[config.mk]
export PLATFORM = sky130hd
export DESIGN_NAME = heater_current_alarms
export DESIGN_NICKNAME = d
export VERILOG_FILES = /design/src/heater_alarm_pkg.sv /design/src/heater_current_alarms.sv
export SDC_FILE = /design/constraint.sdc
export NUM_CORES = 1
export LEC_CHECK = 0
export ABC_CLOCK_PERIOD_IN_PS = 5900
export BUFFER_PORTS_ARGS = -buffer_cell sky130_fd_sc_hd__buf_2
export CAP_MARGIN = 20
export CORE_MARGIN = 3
export CORE_UTILIZATION = 50
export DETAILED_ROUTE_END_ITERATION = 8
export PLACE_DENSITY = 0.7
export SLEW_MARGIN = 20
export SYNTH_ARGS = -nofsm -noshare
export SYNTH_HDL_FRONTEND = slang
export SYNTH_SLANG_ARGS = --single-unit
[constraint.sdc]
create_clock -name sys_clk -period 5.9 [get_ports sys_clk]
set_input_delay 0.295 -clock sys_clk [delete_from_list [all_inputs] [get_ports sys_clk]]
set_output_delay 0.295 -clock sys_clk [all_outputs]
set_load 0.03 [all_outputs]
[src/heater_alarm_pkg.sv]
// Package: constants for the heater current alarm block
`default_nettype none
package heater_alarm_pkg;
  // Current values in units of 0.1 A
  localparam int CUR_W = 11;
  localparam logic [10:0] CUR_FORCE_ON  = 11'h000;  // 0.0 A
  localparam logic [10:0] CUR_FORCE_OFF = 11'h3E8;  // 100.0 A
  localparam logic [10:0] CUR_MON_MAX   = 11'h44C;  // 110.0 A
  localparam logic [10:0] THR_RESET     = 11'h3E8;  // Threshold default 100.0
  localparam logic [10:0] HYS_RESET     = 11'h001;  // Hysteresis default 0.1
  localparam logic [10:0] HYS_MIN       = 11'h001;
  // Timing
  localparam int CLK_HZ        = 125000000;
  localparam int MIN_PHASE_MS  = 100;
  localparam int MIN_PHASE_CYC = (CLK_HZ / 1000) * MIN_PHASE_MS;
  // Register offsets
  localparam logic [7:0] ADDR_CTRL     = 8'h00;
  localparam logic [7:0] ADDR_CMD      = 8'h04;
  localparam logic [7:0] ADDR_STATUS   = 8'h08;
  localparam logic [7:0] ADDR_SL_THR   = 8'h10;
  localparam logic [7:0] ADDR_OC_THR   = 8'h14;
  localparam logic [7:0] ADDR_SL_HYS   = 8'h18;
  localparam logic [7:0] ADDR_OC_HYS   = 8'h1C;
  localparam logic [7:0] ADDR_LEAK_MON = 8'h20;
  localparam logic [7:0] ADDR_HEAT_MON = 8'h24;
  // Control register fields
  localparam int CTRL_RUN_BIT   = 0;
  localparam int CTRL_SL_LATCH  = 1;
  localparam int CTRL_OC_LATCH  = 2;
  localparam int CTRL_ASSIGN_LO = 4;
  localparam logic [2:0] ASSIGN_RESET = 3'h1;
  // Command register bits
  localparam int CMD_ERR_RESET = 0;
  localparam int CMD_SW_RESET  = 1;
endpackage
`default_nettype wire

[src/heater_current_alarms.sv]
// Heater current short/leak and overcurrent alarm logic with APB registers
// Contract
// - Short/leak alarm evaluated only while heating output is off, above threshold.
// - Cooling outputs never drive short/leak evaluation.
// - Off intervals of 100 ms or less are skipped for short/leak.
// - Short/leak threshold 0.1..99.9 A, default 100.0; 0.0 forces on, 100.0 off.
// - Both alarms apply hysteresis 0.1..100.0 A, default 0.1.
// - Hysteresis writable only when stopped; takes effect after software reset.
// - Read-only leakage current monitor, 0.0..110.0 A.
// - Short/leak alarm never stops temperature control.
// - Short/leak latch setting keeps alarm on; changeable only while stopped.
// - Latched short/leak released by error reset, software reset, power, or 100.0 write.
// - Overcurrent alarm evaluated only while heating output on, above threshold.
// - Cooling outputs never drive overcurrent evaluation.
// - On intervals of 100 ms or less are skipped for overcurrent.
// - Overcurrent threshold 0.1..99.9 A, default 100.0; 0.0 forces on, 100.0 off.
// - Read-only heater current monitor, 0.0..110.0 A.
// - Overcurrent alarm never stops temperature control.
// - Overcurrent latch setting keeps alarm on after current returns.
// - Latched overcurrent released by error reset, software reset, power, or 100.0 write.
// - Alarms work only with a current input present and assigned.
// - Input assignment 0 disabled or 1..4 output; changeable only while stopped.
//
// The APB slave port and the register offsets were decided locally.
`default_nettype none
module heater_current_alarms #(
  parameter int MIN_PHASE_CYCLES = heater_alarm_pkg::MIN_PHASE_CYC
) (
  // Clock and reset
  input  wire logic        sys_clk,
  input  wire logic        rstn,
  // APB slave
  input  wire logic        psel,
  input  wire logic        penable,
  input  wire logic        pwrite,
  input  wire logic [7:0]  paddr,
  input  wire logic [31:0] pwdata,
  output logic      [31:0] prdata,
  output logic             pready,
  output logic             pslverr,
  // Current transformer measurement, 0.1 A units
  input  wire logic        ct_present,
  input  wire logic        ct_valid,
  input  wire logic [10:0] ct_current,
  // Control outputs: level and heating/cooling role
  input  wire logic [3:0]  ctrl_out_on,
  input  wire logic [3:0]  ctrl_out_heating,
  // Alarm outputs
  output logic             short_leak_alarm,
  output logic             over_current_alarm
);

  // Settings
  logic        running;
  logic        sl_latch_en;
  logic        oc_latch_en;
  logic [2:0]  ct_assign;
  logic [10:0] sl_thr;
  logic [10:0] oc_thr;
  logic [10:0] sl_hys_pend;
  logic [10:0] oc_hys_pend;
  logic [10:0] sl_hys;
  logic [10:0] oc_hys;
  logic [10:0] leak_mon;
  logic [10:0] heat_mon;
  logic [31:0] next_prdata;

  // Phase tracking
  logic        out_on;
  logic        out_prev;
  logic        assigned_heat;
  logic [31:0] phase_cnt;
  logic        phase_long;

  logic        wr_en;
  logic        rd_en;
  logic        err_reset;
  logic        sw_reset;
  logic        sl_thr_off_wr;
  logic        oc_thr_off_wr;

  // Write decode
  logic        ctrl_wr;
  logic        ctrl_wr_stopped;
  logic        thr_word_ok;
  logic        hys_word_ok;
  logic        phase_edge;

  // Alarm terms
  logic        path_ok;
  logic        sl_clear;
  logic        oc_clear;
  logic        sl_sample;
  logic        oc_sample;
  logic        sl_release;
  logic        oc_release;

  // Saturate a measured value at the monitor ceiling
  function automatic logic [10:0] clip_mon(input logic [10:0] v);
    clip_mon = (v > heater_alarm_pkg::CUR_MON_MAX) ? heater_alarm_pkg::CUR_MON_MAX : v;
  endfunction

  // Accept only 0.0, 100.0 or 0.1..99.9; others are ignored
  function automatic logic thr_ok(input logic [10:0] v);
    thr_ok = (v <= heater_alarm_pkg::CUR_FORCE_OFF);
  endfunction

  // Hysteresis range 0.1..100.0
  function automatic logic hys_ok(input logic [10:0] v);
    hys_ok = (v >= heater_alarm_pkg::HYS_MIN) && (v <= heater_alarm_pkg::CUR_FORCE_OFF);
  endfunction

  // Assignment codes 0..4 only
  function automatic logic assign_ok(input logic [2:0] v);
    assign_ok = (v <= 3'h4);
  endfunction

  // Current plus hysteresis at or below threshold; a spare bit keeps the sum from wrapping
  function automatic logic below_release(input logic [10:0] cur, input logic [10:0] hys, input logic [10:0] thr);
    below_release = ({1'b0, cur} + {1'b0, hys}) <= {1'b0, thr};
  endfunction

  // Bit of a per-output vector picked by assignment code 1..4
  function automatic logic pick_output(input logic [3:0] v, input logic [2:0] code);
    pick_output = v[code[1:0] - 2'h1];
  endfunction

  // One-cycle APB access, no wait states
  assign pready  = 1'b1;
  assign pslverr = 1'b0;
  assign wr_en   = psel && penable && pwrite;
  assign rd_en   = psel && !penable && !pwrite;

  assign err_reset = wr_en && (paddr == heater_alarm_pkg::ADDR_CMD) && pwdata[heater_alarm_pkg::CMD_ERR_RESET];
  assign sw_reset  = wr_en && (paddr == heater_alarm_pkg::ADDR_CMD) && pwdata[heater_alarm_pkg::CMD_SW_RESET];
  assign sl_thr_off_wr = wr_en && (paddr == heater_alarm_pkg::ADDR_SL_THR)
                         && (pwdata[10:0] == heater_alarm_pkg::CUR_FORCE_OFF);
  assign oc_thr_off_wr = wr_en && (paddr == heater_alarm_pkg::ADDR_OC_THR)
                         && (pwdata[10:0] == heater_alarm_pkg::CUR_FORCE_OFF);

  // Control word writes; stopped-only fields need running low
  assign ctrl_wr         = wr_en && (paddr == heater_alarm_pkg::ADDR_CTRL);
  assign ctrl_wr_stopped = ctrl_wr && !running;

  // Range checks on written words; reserved bits must be zero
  assign thr_word_ok = thr_ok(pwdata[10:0]) && (pwdata[31:11] == 21'h000000);
  assign hys_word_ok = hys_ok(pwdata[10:0]) && (pwdata[31:11] == 21'h000000);

  // Run flag; power-up and software reset both leave the unit stopped
  always_ff @(posedge sys_clk)
  begin
    if (!rstn || sw_reset)
      running <= 1'b0;
    else if (ctrl_wr)
      running <= pwdata[heater_alarm_pkg::CTRL_RUN_BIT];
  end

  // Latch settings; frozen while running so behaviour cannot shift mid-run
  always_ff @(posedge sys_clk)
  begin
    if (!rstn || sw_reset)
    begin
      sl_latch_en <= 1'b0;
      oc_latch_en <= 1'b0;
    end
    else if (ctrl_wr_stopped)
    begin
      sl_latch_en <= pwdata[heater_alarm_pkg::CTRL_SL_LATCH];
      oc_latch_en <= pwdata[heater_alarm_pkg::CTRL_OC_LATCH];
    end
  end

  // Input assignment; codes above 4 are ignored rather than wrapped
  always_ff @(posedge sys_clk)
  begin
    if (!rstn || sw_reset)
      ct_assign <= heater_alarm_pkg::ASSIGN_RESET;
    else if (ctrl_wr_stopped && assign_ok(pwdata[heater_alarm_pkg::CTRL_ASSIGN_LO +: 3]))
      ct_assign <= pwdata[heater_alarm_pkg::CTRL_ASSIGN_LO +: 3];
  end

  // Short/leak threshold; may change at any time, bad words keep the old value
  always_ff @(posedge sys_clk)
  begin
    if (!rstn || sw_reset)
      sl_thr <= heater_alarm_pkg::THR_RESET;
    else if (wr_en && paddr == heater_alarm_pkg::ADDR_SL_THR && thr_word_ok)
      sl_thr <= pwdata[10:0];
  end

  // Overcurrent threshold; same rules as the short/leak one
  always_ff @(posedge sys_clk)
  begin
    if (!rstn || sw_reset)
      oc_thr <= heater_alarm_pkg::THR_RESET;
    else if (wr_en && paddr == heater_alarm_pkg::ADDR_OC_THR && thr_word_ok)
      oc_thr <= pwdata[10:0];
  end

  // Pending short/leak hysteresis; written only while stopped, survives software reset
  always_ff @(posedge sys_clk)
  begin
    if (!rstn)
      sl_hys_pend <= heater_alarm_pkg::HYS_RESET;
    else if (wr_en && !running && paddr == heater_alarm_pkg::ADDR_SL_HYS && hys_word_ok)
      sl_hys_pend <= pwdata[10:0];
  end

  // Pending overcurrent hysteresis
  always_ff @(posedge sys_clk)
  begin
    if (!rstn)
      oc_hys_pend <= heater_alarm_pkg::HYS_RESET;
    else if (wr_en && !running && paddr == heater_alarm_pkg::ADDR_OC_HYS && hys_word_ok)
      oc_hys_pend <= pwdata[10:0];
  end

  // Live short/leak hysteresis; power-up sees default, software reset adopts the pending value
  always_ff @(posedge sys_clk)
  begin
    if (!rstn)
      sl_hys <= heater_alarm_pkg::HYS_RESET;
    else if (sw_reset)
      sl_hys <= sl_hys_pend;
  end

  // Live overcurrent hysteresis
  always_ff @(posedge sys_clk)
  begin
    if (!rstn)
      oc_hys <= heater_alarm_pkg::HYS_RESET;
    else if (sw_reset)
      oc_hys <= oc_hys_pend;
  end

  // Select the assigned output; only a heating output qualifies
  always_comb
  begin
    out_on        = 1'b0;
    assigned_heat = 1'b0;
    if (ct_present && ct_assign != 3'h0 && ct_assign <= 3'h4)
    begin
      out_on        = pick_output(ctrl_out_on, ct_assign);
      assigned_heat = pick_output(ctrl_out_heating, ct_assign);
    end
  end

  // Phase length counter; saturates so long phases stay qualified
  always_ff @(posedge sys_clk)
  begin
    if (!rstn)
    begin
      out_prev  <= 1'b0;
      phase_cnt <= 32'h0000_0000;
    end
    else
    begin
      out_prev <= out_on;
      if (phase_edge)
        phase_cnt <= 32'h0000_0000;
      else if (!phase_long)
        phase_cnt <= phase_cnt + 32'h0000_0001;
    end
  end

  // A level change restarts the count
  assign phase_edge = (out_on != out_prev);

  // The count still holds the old phase at the change edge, so that edge is never qualified
  assign phase_long = !phase_edge && (phase_cnt >= 32'(MIN_PHASE_CYCLES));

  // Heater current monitor; on-phase samples of a heating output only
  always_ff @(posedge sys_clk)
  begin
    if (!rstn)
      heat_mon <= 11'h000;
    else if (ct_present && ct_valid && assigned_heat && out_on)
      heat_mon <= clip_mon(ct_current);
  end

  // Leakage current monitor; off-phase samples of a heating output only
  always_ff @(posedge sys_clk)
  begin
    if (!rstn)
      leak_mon <= 11'h000;
    else if (ct_present && ct_valid && assigned_heat && !out_on)
      leak_mon <= clip_mon(ct_current);
  end

  // Alarm qualification; the path must exist, be assigned and drive a heater
  assign path_ok    = ct_present && (ct_assign != 3'h0) && assigned_heat;
  assign sl_sample  = !out_on && phase_long && ct_valid;
  assign oc_sample  = out_on && phase_long && ct_valid;
  assign sl_release = below_release(ct_current, sl_hys, sl_thr);
  assign oc_release = below_release(ct_current, oc_hys, oc_thr);

  // Release actions win over a set in the same cycle
  assign sl_clear = sw_reset || err_reset || sl_thr_off_wr;
  assign oc_clear = sw_reset || err_reset || oc_thr_off_wr;

  // Short/leak alarm: off phase, rises above threshold, falls at or below threshold less hysteresis
  always_ff @(posedge sys_clk)
  begin
    if (!rstn || sl_clear)
      short_leak_alarm <= 1'b0;
    else if (!path_ok)
      short_leak_alarm <= 1'b0;
    else if (sl_thr == heater_alarm_pkg::CUR_FORCE_ON)
      short_leak_alarm <= 1'b1;
    else if (sl_thr == heater_alarm_pkg::CUR_FORCE_OFF)
      short_leak_alarm <= 1'b0;
    else if (sl_sample)
    begin
      if (ct_current > sl_thr)
        short_leak_alarm <= 1'b1;
      else if (!sl_latch_en && sl_release)
        short_leak_alarm <= 1'b0;
    end
  end

  // Overcurrent alarm: on phase, mirrors the short/leak structure
  always_ff @(posedge sys_clk)
  begin
    if (!rstn || oc_clear)
      over_current_alarm <= 1'b0;
    else if (!path_ok)
      over_current_alarm <= 1'b0;
    else if (oc_thr == heater_alarm_pkg::CUR_FORCE_ON)
      over_current_alarm <= 1'b1;
    else if (oc_thr == heater_alarm_pkg::CUR_FORCE_OFF)
      over_current_alarm <= 1'b0;
    else if (oc_sample)
    begin
      if (ct_current > oc_thr)
        over_current_alarm <= 1'b1;
      else if (!oc_latch_en && oc_release)
        over_current_alarm <= 1'b0;
    end
  end

  // Alarms are status only; nothing here gates control outputs, so a
  // heater that trips either alarm keeps being regulated

  // Read mux
  always_comb
  begin
    next_prdata = 32'h0000_0000;
    unique case (paddr)
      heater_alarm_pkg::ADDR_CTRL:
        next_prdata = {25'h0, ct_assign, 1'b0, oc_latch_en, sl_latch_en, running};
      // Command bits are strobes and read back as zero
      heater_alarm_pkg::ADDR_CMD:      next_prdata = 32'h0000_0000;
      heater_alarm_pkg::ADDR_STATUS:
        next_prdata = {29'h0, phase_long, over_current_alarm, short_leak_alarm};
      heater_alarm_pkg::ADDR_SL_THR:   next_prdata = {21'h0, sl_thr};
      heater_alarm_pkg::ADDR_OC_THR:   next_prdata = {21'h0, oc_thr};
      heater_alarm_pkg::ADDR_SL_HYS:   next_prdata = {21'h0, sl_hys_pend};
      heater_alarm_pkg::ADDR_OC_HYS:   next_prdata = {21'h0, oc_hys_pend};
      heater_alarm_pkg::ADDR_LEAK_MON: next_prdata = {21'h0, leak_mon};
      heater_alarm_pkg::ADDR_HEAT_MON: next_prdata = {21'h0, heat_mon};
      default:                         next_prdata = 32'h0000_0000;
    endcase
  end

  // Read data registered in the setup cycle, valid in the access cycle
  always_ff @(posedge sys_clk)
  begin
    if (!rstn)
      prdata <= 32'h0000_0000;
    else if (rd_en)
      prdata <= next_prdata;
  end

endmodule // heater_current_alarms
`default_nettype wire

==> flow_metrics.env, run 1 <==
export IMPL_tightest_slew_ns=1.066
export IMPL_final_common_cell="nand2_1"
export IMPL_rows=46
export IMPL_fin_tns_setup_ns=0
export IMPL_clk_pin_slew_ns=0.06
export IMPL_slew_headroom_pct=28.66
export IMPL_globalRouteOverflowTotal=0
export IMPL_synth_seq_cells=140
export IMPL_cp_required_ns=6.21
export IMPL_drtIter0Drc=707
export IMPL_critPathKind="register to register"
export IMPL_totalWireLength_mm=24.17
export IMPL_async_flop_share_pct=0
export IMPL_hp_class="input port to register"
export IMPL_busiest_layer="met2"
export IMPL_route_vias_total=7613
export IMPL_fillers=1508
export IMPL_grt_max_degree=68
export IMPL_pwr_density_cell_mw_per_mm2=237.7
export IMPL_setup_worst_path_start_class="register"
export IMPL_use_met3_pct=5.477
export IMPL_power_total_uw=2250
export IMPL_place_ws_ns=2.347
export IMPL_multi_input_area_mm2=0.005180
export IMPL_die_area_mm2=0.01848
export IMPL_final_instance_count_excl_fill=1298
export IMPL_fin_skew_ns=0.009122
export IMPL_grt_pass1_wl_mm=37.78
export IMPL_cts_resized=0
export IMPL_setup_viol=0
export IMPL_cts_setup_buffers=0
export IMPL_holdBufCountCts=0
export IMPL_ctsLongestPathBuffers=2
export IMPL_viasPerCell=5.865
export IMPL_syn_area_per_cell_um2=8.332
export IMPL_rrSetupSlack_ns=2.48
export IMPL_cts_tree="yes"
export IMPL_hold_viol_final=0
export IMPL_ys_seq_area_share_pct=33.20
export IMPL_ant_nets=0
export IMPL_diodes=0
export IMPL_hpwlAfterDp_mm=18.03
export IMPL_crit_arrival_ns=3.72
export IMPL_outcome="completed"
export IMPL_clock_latency_ns=0.42
export IMPL_slowest_stage="fa_1"
export IMPL_dr_pass1_iters=5
export IMPL_final_cell_mix="nand2_1, dfxtp_1, buf_2, ha_1, nor2_1"
export IMPL_vdd_drop_max_v=0.0002171
export IMPL_place_congestion=0.9339
export IMPL_seqCellArea_mm2=0.002803
export IMPL_clock_tree_root_cell="clkbuf_16"
export IMPL_coreArea_mm2=0.01617
export IMPL_start_util_pct=52.19
export IMPL_grt_pass1_vias=7012
export IMPL_synth_cell_type_count=67
export IMPL_cts_buffers=17
export IMPL_die_h_um=135.9
export IMPL_use_met2_pct=41.79
export IMPL_synth_flop_cell="dfxtp_1"
export IMPL_max_cap_violations=0
export IMPL_cts_num_sinks=140
export IMPL_timing_final_crit_share_pct=57.90
export IMPL_ios=102
export IMPL_grt_usage_pct=26.31
export IMPL_syn2layout_area_growth_pct=12.16
export IMPL_synthCells=1013
export IMPL_crit_path_max_incr_delay_ns=0.40
export IMPL_drive_gt1_share_pct=11.92
export IMPL_antenna_found_initial=1
export IMPL_wl_per_cell_um=18.62
export IMPL_fmax_ghz=0.2927
export IMPL_htreeDepth=4
export IMPL_slew_violations=0
export IMPL_grt_setup_unrepaired="no"
export IMPL_power_leakage_uw=0.004172
export IMPL_drc=0
export IMPL_port_buffers=78
export IMPL_dp_cells=1266
export IMPL_yosys_warnings=0
export IMPL_grtUsageMet1_pct=34.70
export IMPL_cp_max_fo=3
export IMPL_die_w_um=135.9
export IMPL_synth_edf_count=0
export IMPL_setup_ws_ns=2.484
export IMPL_holdPathStages=3
export IMPL_synth_area_mm2=0.008441
export IMPL_cp_end_kind="register"
export IMPL_ff2ff_path_depth=16
export IMPL_nets=1206
export IMPL_period_needed_ns=3.416
export IMPL_cp_cell_sequence="ha_1, inv_1, fa_1, nor2b_1, o21ai_0, a21boi_0, o21ai_0, a21oi_1, xor2_1, ha_1, o21ai_0, a21oi_1, a2111oi_0, nor3_1, o31ai_1, a21oi_1"
## sequential cells by signal, indices dropped and copies added (netlist names), 3 cells and up
name,cells
heat_mon,11
oc_hys,11
oc_hys_pend,11
phase_cnt,32
sl_hys_pend,11
ct_assign,3
prdata,11
sl_hys,11
sl_thr,11
leak_mon,11
oc_thr,11
## worst max-delay path: cells and delay by family (launching register included)
| family | cells | cell delay [ns] |
|---|---|---|
| AND/OR/NAND/NOR | 2 | 0.21 |
| buffers and inverters | 1 | 0.05 |
| AO/OA/AOI/OAI | 9 | 1.66 |
| adder cells (fa/ha/maj) | 3 | 0.82 |
| XOR/XNOR | 1 | 0.19 |
| flip-flops | 1 | 0.33 |
## area by class of cell
type	instances	area share, %
sequential	140	29.61
timing repair buffer	84	4.600
tap	216	2.855
multi-input combinational	781	54.72
clock inverter	13	1.758
inverter	45	1.784
clock buffer	19	4.679
## per-stage QoR
step | util [%] | hold WS (ns) | cell area [um^2]
6_report | 58.53 | 0.2067 | 9467
5_1_grt | 58.53 | 0.2047 | 9467
4_1_cts | 58.53 | 0.1959 | 9467
3_5_place_dp | 54.77 | 0.4556 | 8857
3_3_place_gp | 54.77 | 0.4392 | 8857
2_1_floorplan | - | 0.4192 | 8519
## cells in the mapped netlist (23+ instances only)
cell | count | share of area (%)
nand4_1 | 26 | 1.9
o21ai_0 | 36 | 2.1
nor2b_1 | 31 | 2.3
a22oi_1 | 32 | 2.8
mux2i_1 | 33 | 3.9
a21oi_1 | 24 | 1.4
a21boi_0 | 48 | 4.3
buf_4 | 23 | 2.0
inv_1 | 45 | 2.0
nand2_1 | 141 | 6.3
clkbuf_1 | 34 | 1.5
and3_1 | 24 | 1.8
dfxtp_1 | 140 | 33
nor2_1 | 65 | 2.9
ha_1 | 69 | 10
nand3_1 | 39 | 2.3
## power breakdown
group	internal (uW)	switching, uW	total (uW)
Clock	678	424	1100
Combinational	70.4	124	194
Sequential	950	3.57	954
Total	1700	551	2250
## final timing paths
kind,from,endpoint
worst max-delay path,oc_hys[0],over_current_alarm
worst min-delay path,pwdata[8],sl_hys_pend[8]
worst max register to register,oc_hys[0],over_current_alarm
worst min register to register,phase_cnt[27],phase_cnt[27]
## kinds of logic (layout without fill, tap and decap cells)
family                     Yosys count  after routing  share of synthesized area (%)
xor gates and xnor gates            37             37                          4.062
DFF                                140            140                          33.20
muxes                               35             35                          4.447
adders and majority gates           71             71                          10.70
AOI/OAI and AO/OA                  206            206                          17.24
other                                2             23                        0.08897
buffers and inverters              113            161                          6.359
and+or+nand+nor                    409            409                          23.90
## layer usage
layer  part of all wire, %  vias to the layer above
met5                 0.054                        -
met1                    43                     3559
met2                    45                      317
li1                      -                     3666
met3                   7.0                       69
met4                   4.7                        2
Note: power is estimated with default switching activity, not from simulation.
==> run 2, diff against run 1 <==
--- a/config.mk
+++ b/config.mk
@@ -5,7 +5,7 @@
 export SDC_FILE = /design/constraint.sdc
 export NUM_CORES = 1
 export LEC_CHECK = 0
-export ABC_CLOCK_PERIOD_IN_PS = 5900
+export ABC_CLOCK_PERIOD_IN_PS = 3240
 export BUFFER_PORTS_ARGS = -buffer_cell sky130_fd_sc_hd__buf_2
 export CAP_MARGIN = 20
 export CORE_MARGIN = 3
==> constraint.sdc (replaced) <==
create_clock -name sys_clk -period 3.24 [get_ports sys_clk]
set_input_delay 0.162 -clock sys_clk [delete_from_list [all_inputs] [get_ports sys_clk]]
set_output_delay 0.162 -clock sys_clk [all_outputs]
set_load 0.03 [all_outputs]
==> run 2 against run 1 <==
Hold slack lost 0.20 ns; register-to-register slack lost 2.4 ns; via count grew 0.80%; non-clock buffer count grew 25; sequential power grew 82%; global-route usage grew 0.21 points; critical path type unchanged; largest cell class unchanged.
==> flow_metrics.env, run 2 (synthesis gave the netlist of run 1 again) <==
export IMPL_outcome="completed"
export IMPL_grt_max_degree=61
export IMPL_clock_tree_root_cell="clkbuf_16"
export IMPL_crit_arrival_ns=3.42
export IMPL_ios=102
export IMPL_worstReg2RegEnd="short_leak_alarm"
export IMPL_seqCellArea_mm2=0.002805
export IMPL_ctsLongestPathBuffers=2
export IMPL_drc=0
export IMPL_viasPerCell=5.800
export IMPL_cp_required_ns=3.55
export IMPL_final_cell_area_mm2=0.009652
export IMPL_syn2layout_area_growth_pct=14.35
export IMPL_die_h_um=135.9
export IMPL_final_cell_mix="nand2_1, dfxtp_1, buf_2, ha_1, nor2_1"
export IMPL_die_w_um=135.9
export IMPL_hold_path_end="sl_hys_pend[0]"
export IMPL_cts_num_sinks=140
export IMPL_rrSetupSlack_ns=0.13
export IMPL_tightest_slew_ns=0.8252
export IMPL_hpwlAfterDp_mm=18.07
export IMPL_route_vias_total=7674
export IMPL_p_seq_share_pct=44.0
export IMPL_timing_final_crit_share_pct=96.07
export IMPL_antenna_found_initial=0
export IMPL_grtUsageMet1_pct=34.89
export IMPL_port_buffers=78
export IMPL_combPwrFrac_pct=9.5
export IMPL_grt_pass1_wl_mm=38.18
export IMPL_ff2ff_path_depth=17
export IMPL_setup_worst_path_start_class="register"
export IMPL_start_util_pct=52.19
export IMPL_fmax_ghz=0.3213
export IMPL_place_congestion=0.9431
export IMPL_globalRouteOverflowTotal=0
export IMPL_multi_input_area_mm2=0.005231
export IMPL_die_area_mm2=0.01848
export IMPL_grt_setup_unrepaired="yes"
export IMPL_dr_pass1_iters=5
export IMPL_cts_tree="yes"
export IMPL_cp_max_fo=3
export IMPL_internal_power_uw=2925
export IMPL_regMostFlops="phase_cnt"
export IMPL_largest_register_ffs=32
export IMPL_rows=46
export IMPL_drtIter0Drc=701
export IMPL_clock_latency_ns=0.43
export IMPL_cts_buffers=17
export IMPL_grt_usage_pct=26.52
export IMPL_ant_nets=0
export IMPL_coreArea_mm2=0.01617
export IMPL_holdPathStages=2
export IMPL_fin_skew_ns=0.01892
export IMPL_dpl_cell_area_mm2=0.009007
export IMPL_vdd_drop_max_v=0.0003798
export IMPL_slew_headroom_pct=44.79
export IMPL_sw_frac_of_total_pct=25.88
export IMPL_pwr_density_cell_mw_per_mm2=408.9
export IMPL_totalWireLength_mm=24.37
export IMPL_reg2reg_from="sl_hys[0]"
export IMPL_diodes=0
export IMPL_setup_ws_ns=0.1273
export IMPL_grt_pass1_vias=7174
export IMPL_setup_viol=0
export IMPL_use_met3_pct=5.181
export IMPL_hp_class="input port to register"
export IMPL_max_cap_violations=0
export IMPL_clk_pin_slew_ns=0.06
export IMPL_switching_power_uw=1022
export IMPL_power_leakage_uw=0.004273
export IMPL_wl_per_cell_um=18.42
export IMPL_holdBufCountCts=0
export IMPL_whs_ns=0.01015
export IMPL_period_needed_ns=3.113
export IMPL_place_ws_ns=-0.1656
export IMPL_htreeDepth=4
export IMPL_clkPwrFrac_pct=46.5
export IMPL_drive_gt1_share_pct=15.27
export IMPL_nets=1231
export IMPL_final_common_cell="nand2_1"
export IMPL_slew_violations=0
export IMPL_busiest_layer="met2"
export IMPL_hold_viol_final=0
export IMPL_fillers=1449
export IMPL_critPathKind="register to register"
export IMPL_cp_end_kind="register"
export IMPL_min_delay_start="rstn"
export IMPL_use_met2_pct=42.48
run 2: cell count changes in the layout (fill, tap and decap cells not counted), sizes merged:
cell | before | now
clkinv | 5 | 8
clkinvlp | 3 | 4
clkbuf | 19 | 18
buf | 84 | 109
bufinv | 3 | 1
inv | 47 | 46
run 2: metrics by stage:
stage               instances  TNS (ns)  util (%)  total power, uW
global route             1323  -0.08020     59.68             4083
floorplan                1034         0         -             2019
CTS                      1321         0     59.31             3963
finish                   1323         0     59.68             3947
detailed placement       1286   -0.1801     55.69             2133
global placement         1286  -0.03119     55.69             2131
run 2: worst max-delay path by stage:
stage                   start                 end  slack, ns
finish              sl_hys[0]    short_leak_alarm       0.13
detailed placement  oc_hys[0]  over_current_alarm      -0.17
floorplan           oc_hys[0]  over_current_alarm       0.14
global route        sl_hys[0]    short_leak_alarm      -0.05
global placement    oc_hys[0]  over_current_alarm      -0.03
CTS                 oc_hys[0]  over_current_alarm       0.01
run 2: power by group through the flow:
| stage | Combinational (uW) | Sequential (uW) | Clock [uW] |
|---|---|---|---|
| global route | 410 | 1740 | 1940 |
| finish | 373 | 1740 | 1840 |
| global placement | 357 | 1770 | 0 |
| floorplan | 246 | 1770 | 0 |
| detailed placement | 359 | 1770 | 0 |
| CTS | 364 | 1740 | 1860 |
run 2: worst max-delay path, stage by stage, from the launching register on:
cell and delay, ns:
dfxtp_2 0.34, ha_4 0.14, inv_2 0.04, fa_2 0.34, nor2b_1 0.12, o21ai_1 0.08
a21boi_1 0.20, o21ai_1 0.13, nor2b_2 0.17, xnor2_1 0.13, ha_1 0.31, o21ai_1 0.12
nor2_1 0.06, nor3_1 0.17, o21bai_1 0.09, o31a_1 0.24, o31ai_1 0.19, a31oi_1 0.11
run 2: area by class of cell:
type	count	share of cell area (%)
repair buffers	109	6.456
flip-flops and latches	140	29.06
clock inverters	14	1.283
well taps	216	2.800
inverters	45	1.750
multi-input cells	781	54.20
clock buffers	18	4.446
run 2: what timing repair did:
item / CTS / global route
hold endpoints to repair: 0 / 0
setup endpoints to repair: 2 / 2
gates resized for setup: 7 / 18
pin swaps: 3 / 16
setup buffers: 3 / 2
run 2: per-layer routing:
layer / share of wire [%] / routed length [um]
met3: 7.5 / 1828
met1: 43 / 10390
met4: 3.6 / 874
met5: 0 / 0
met2: 46 / 11280
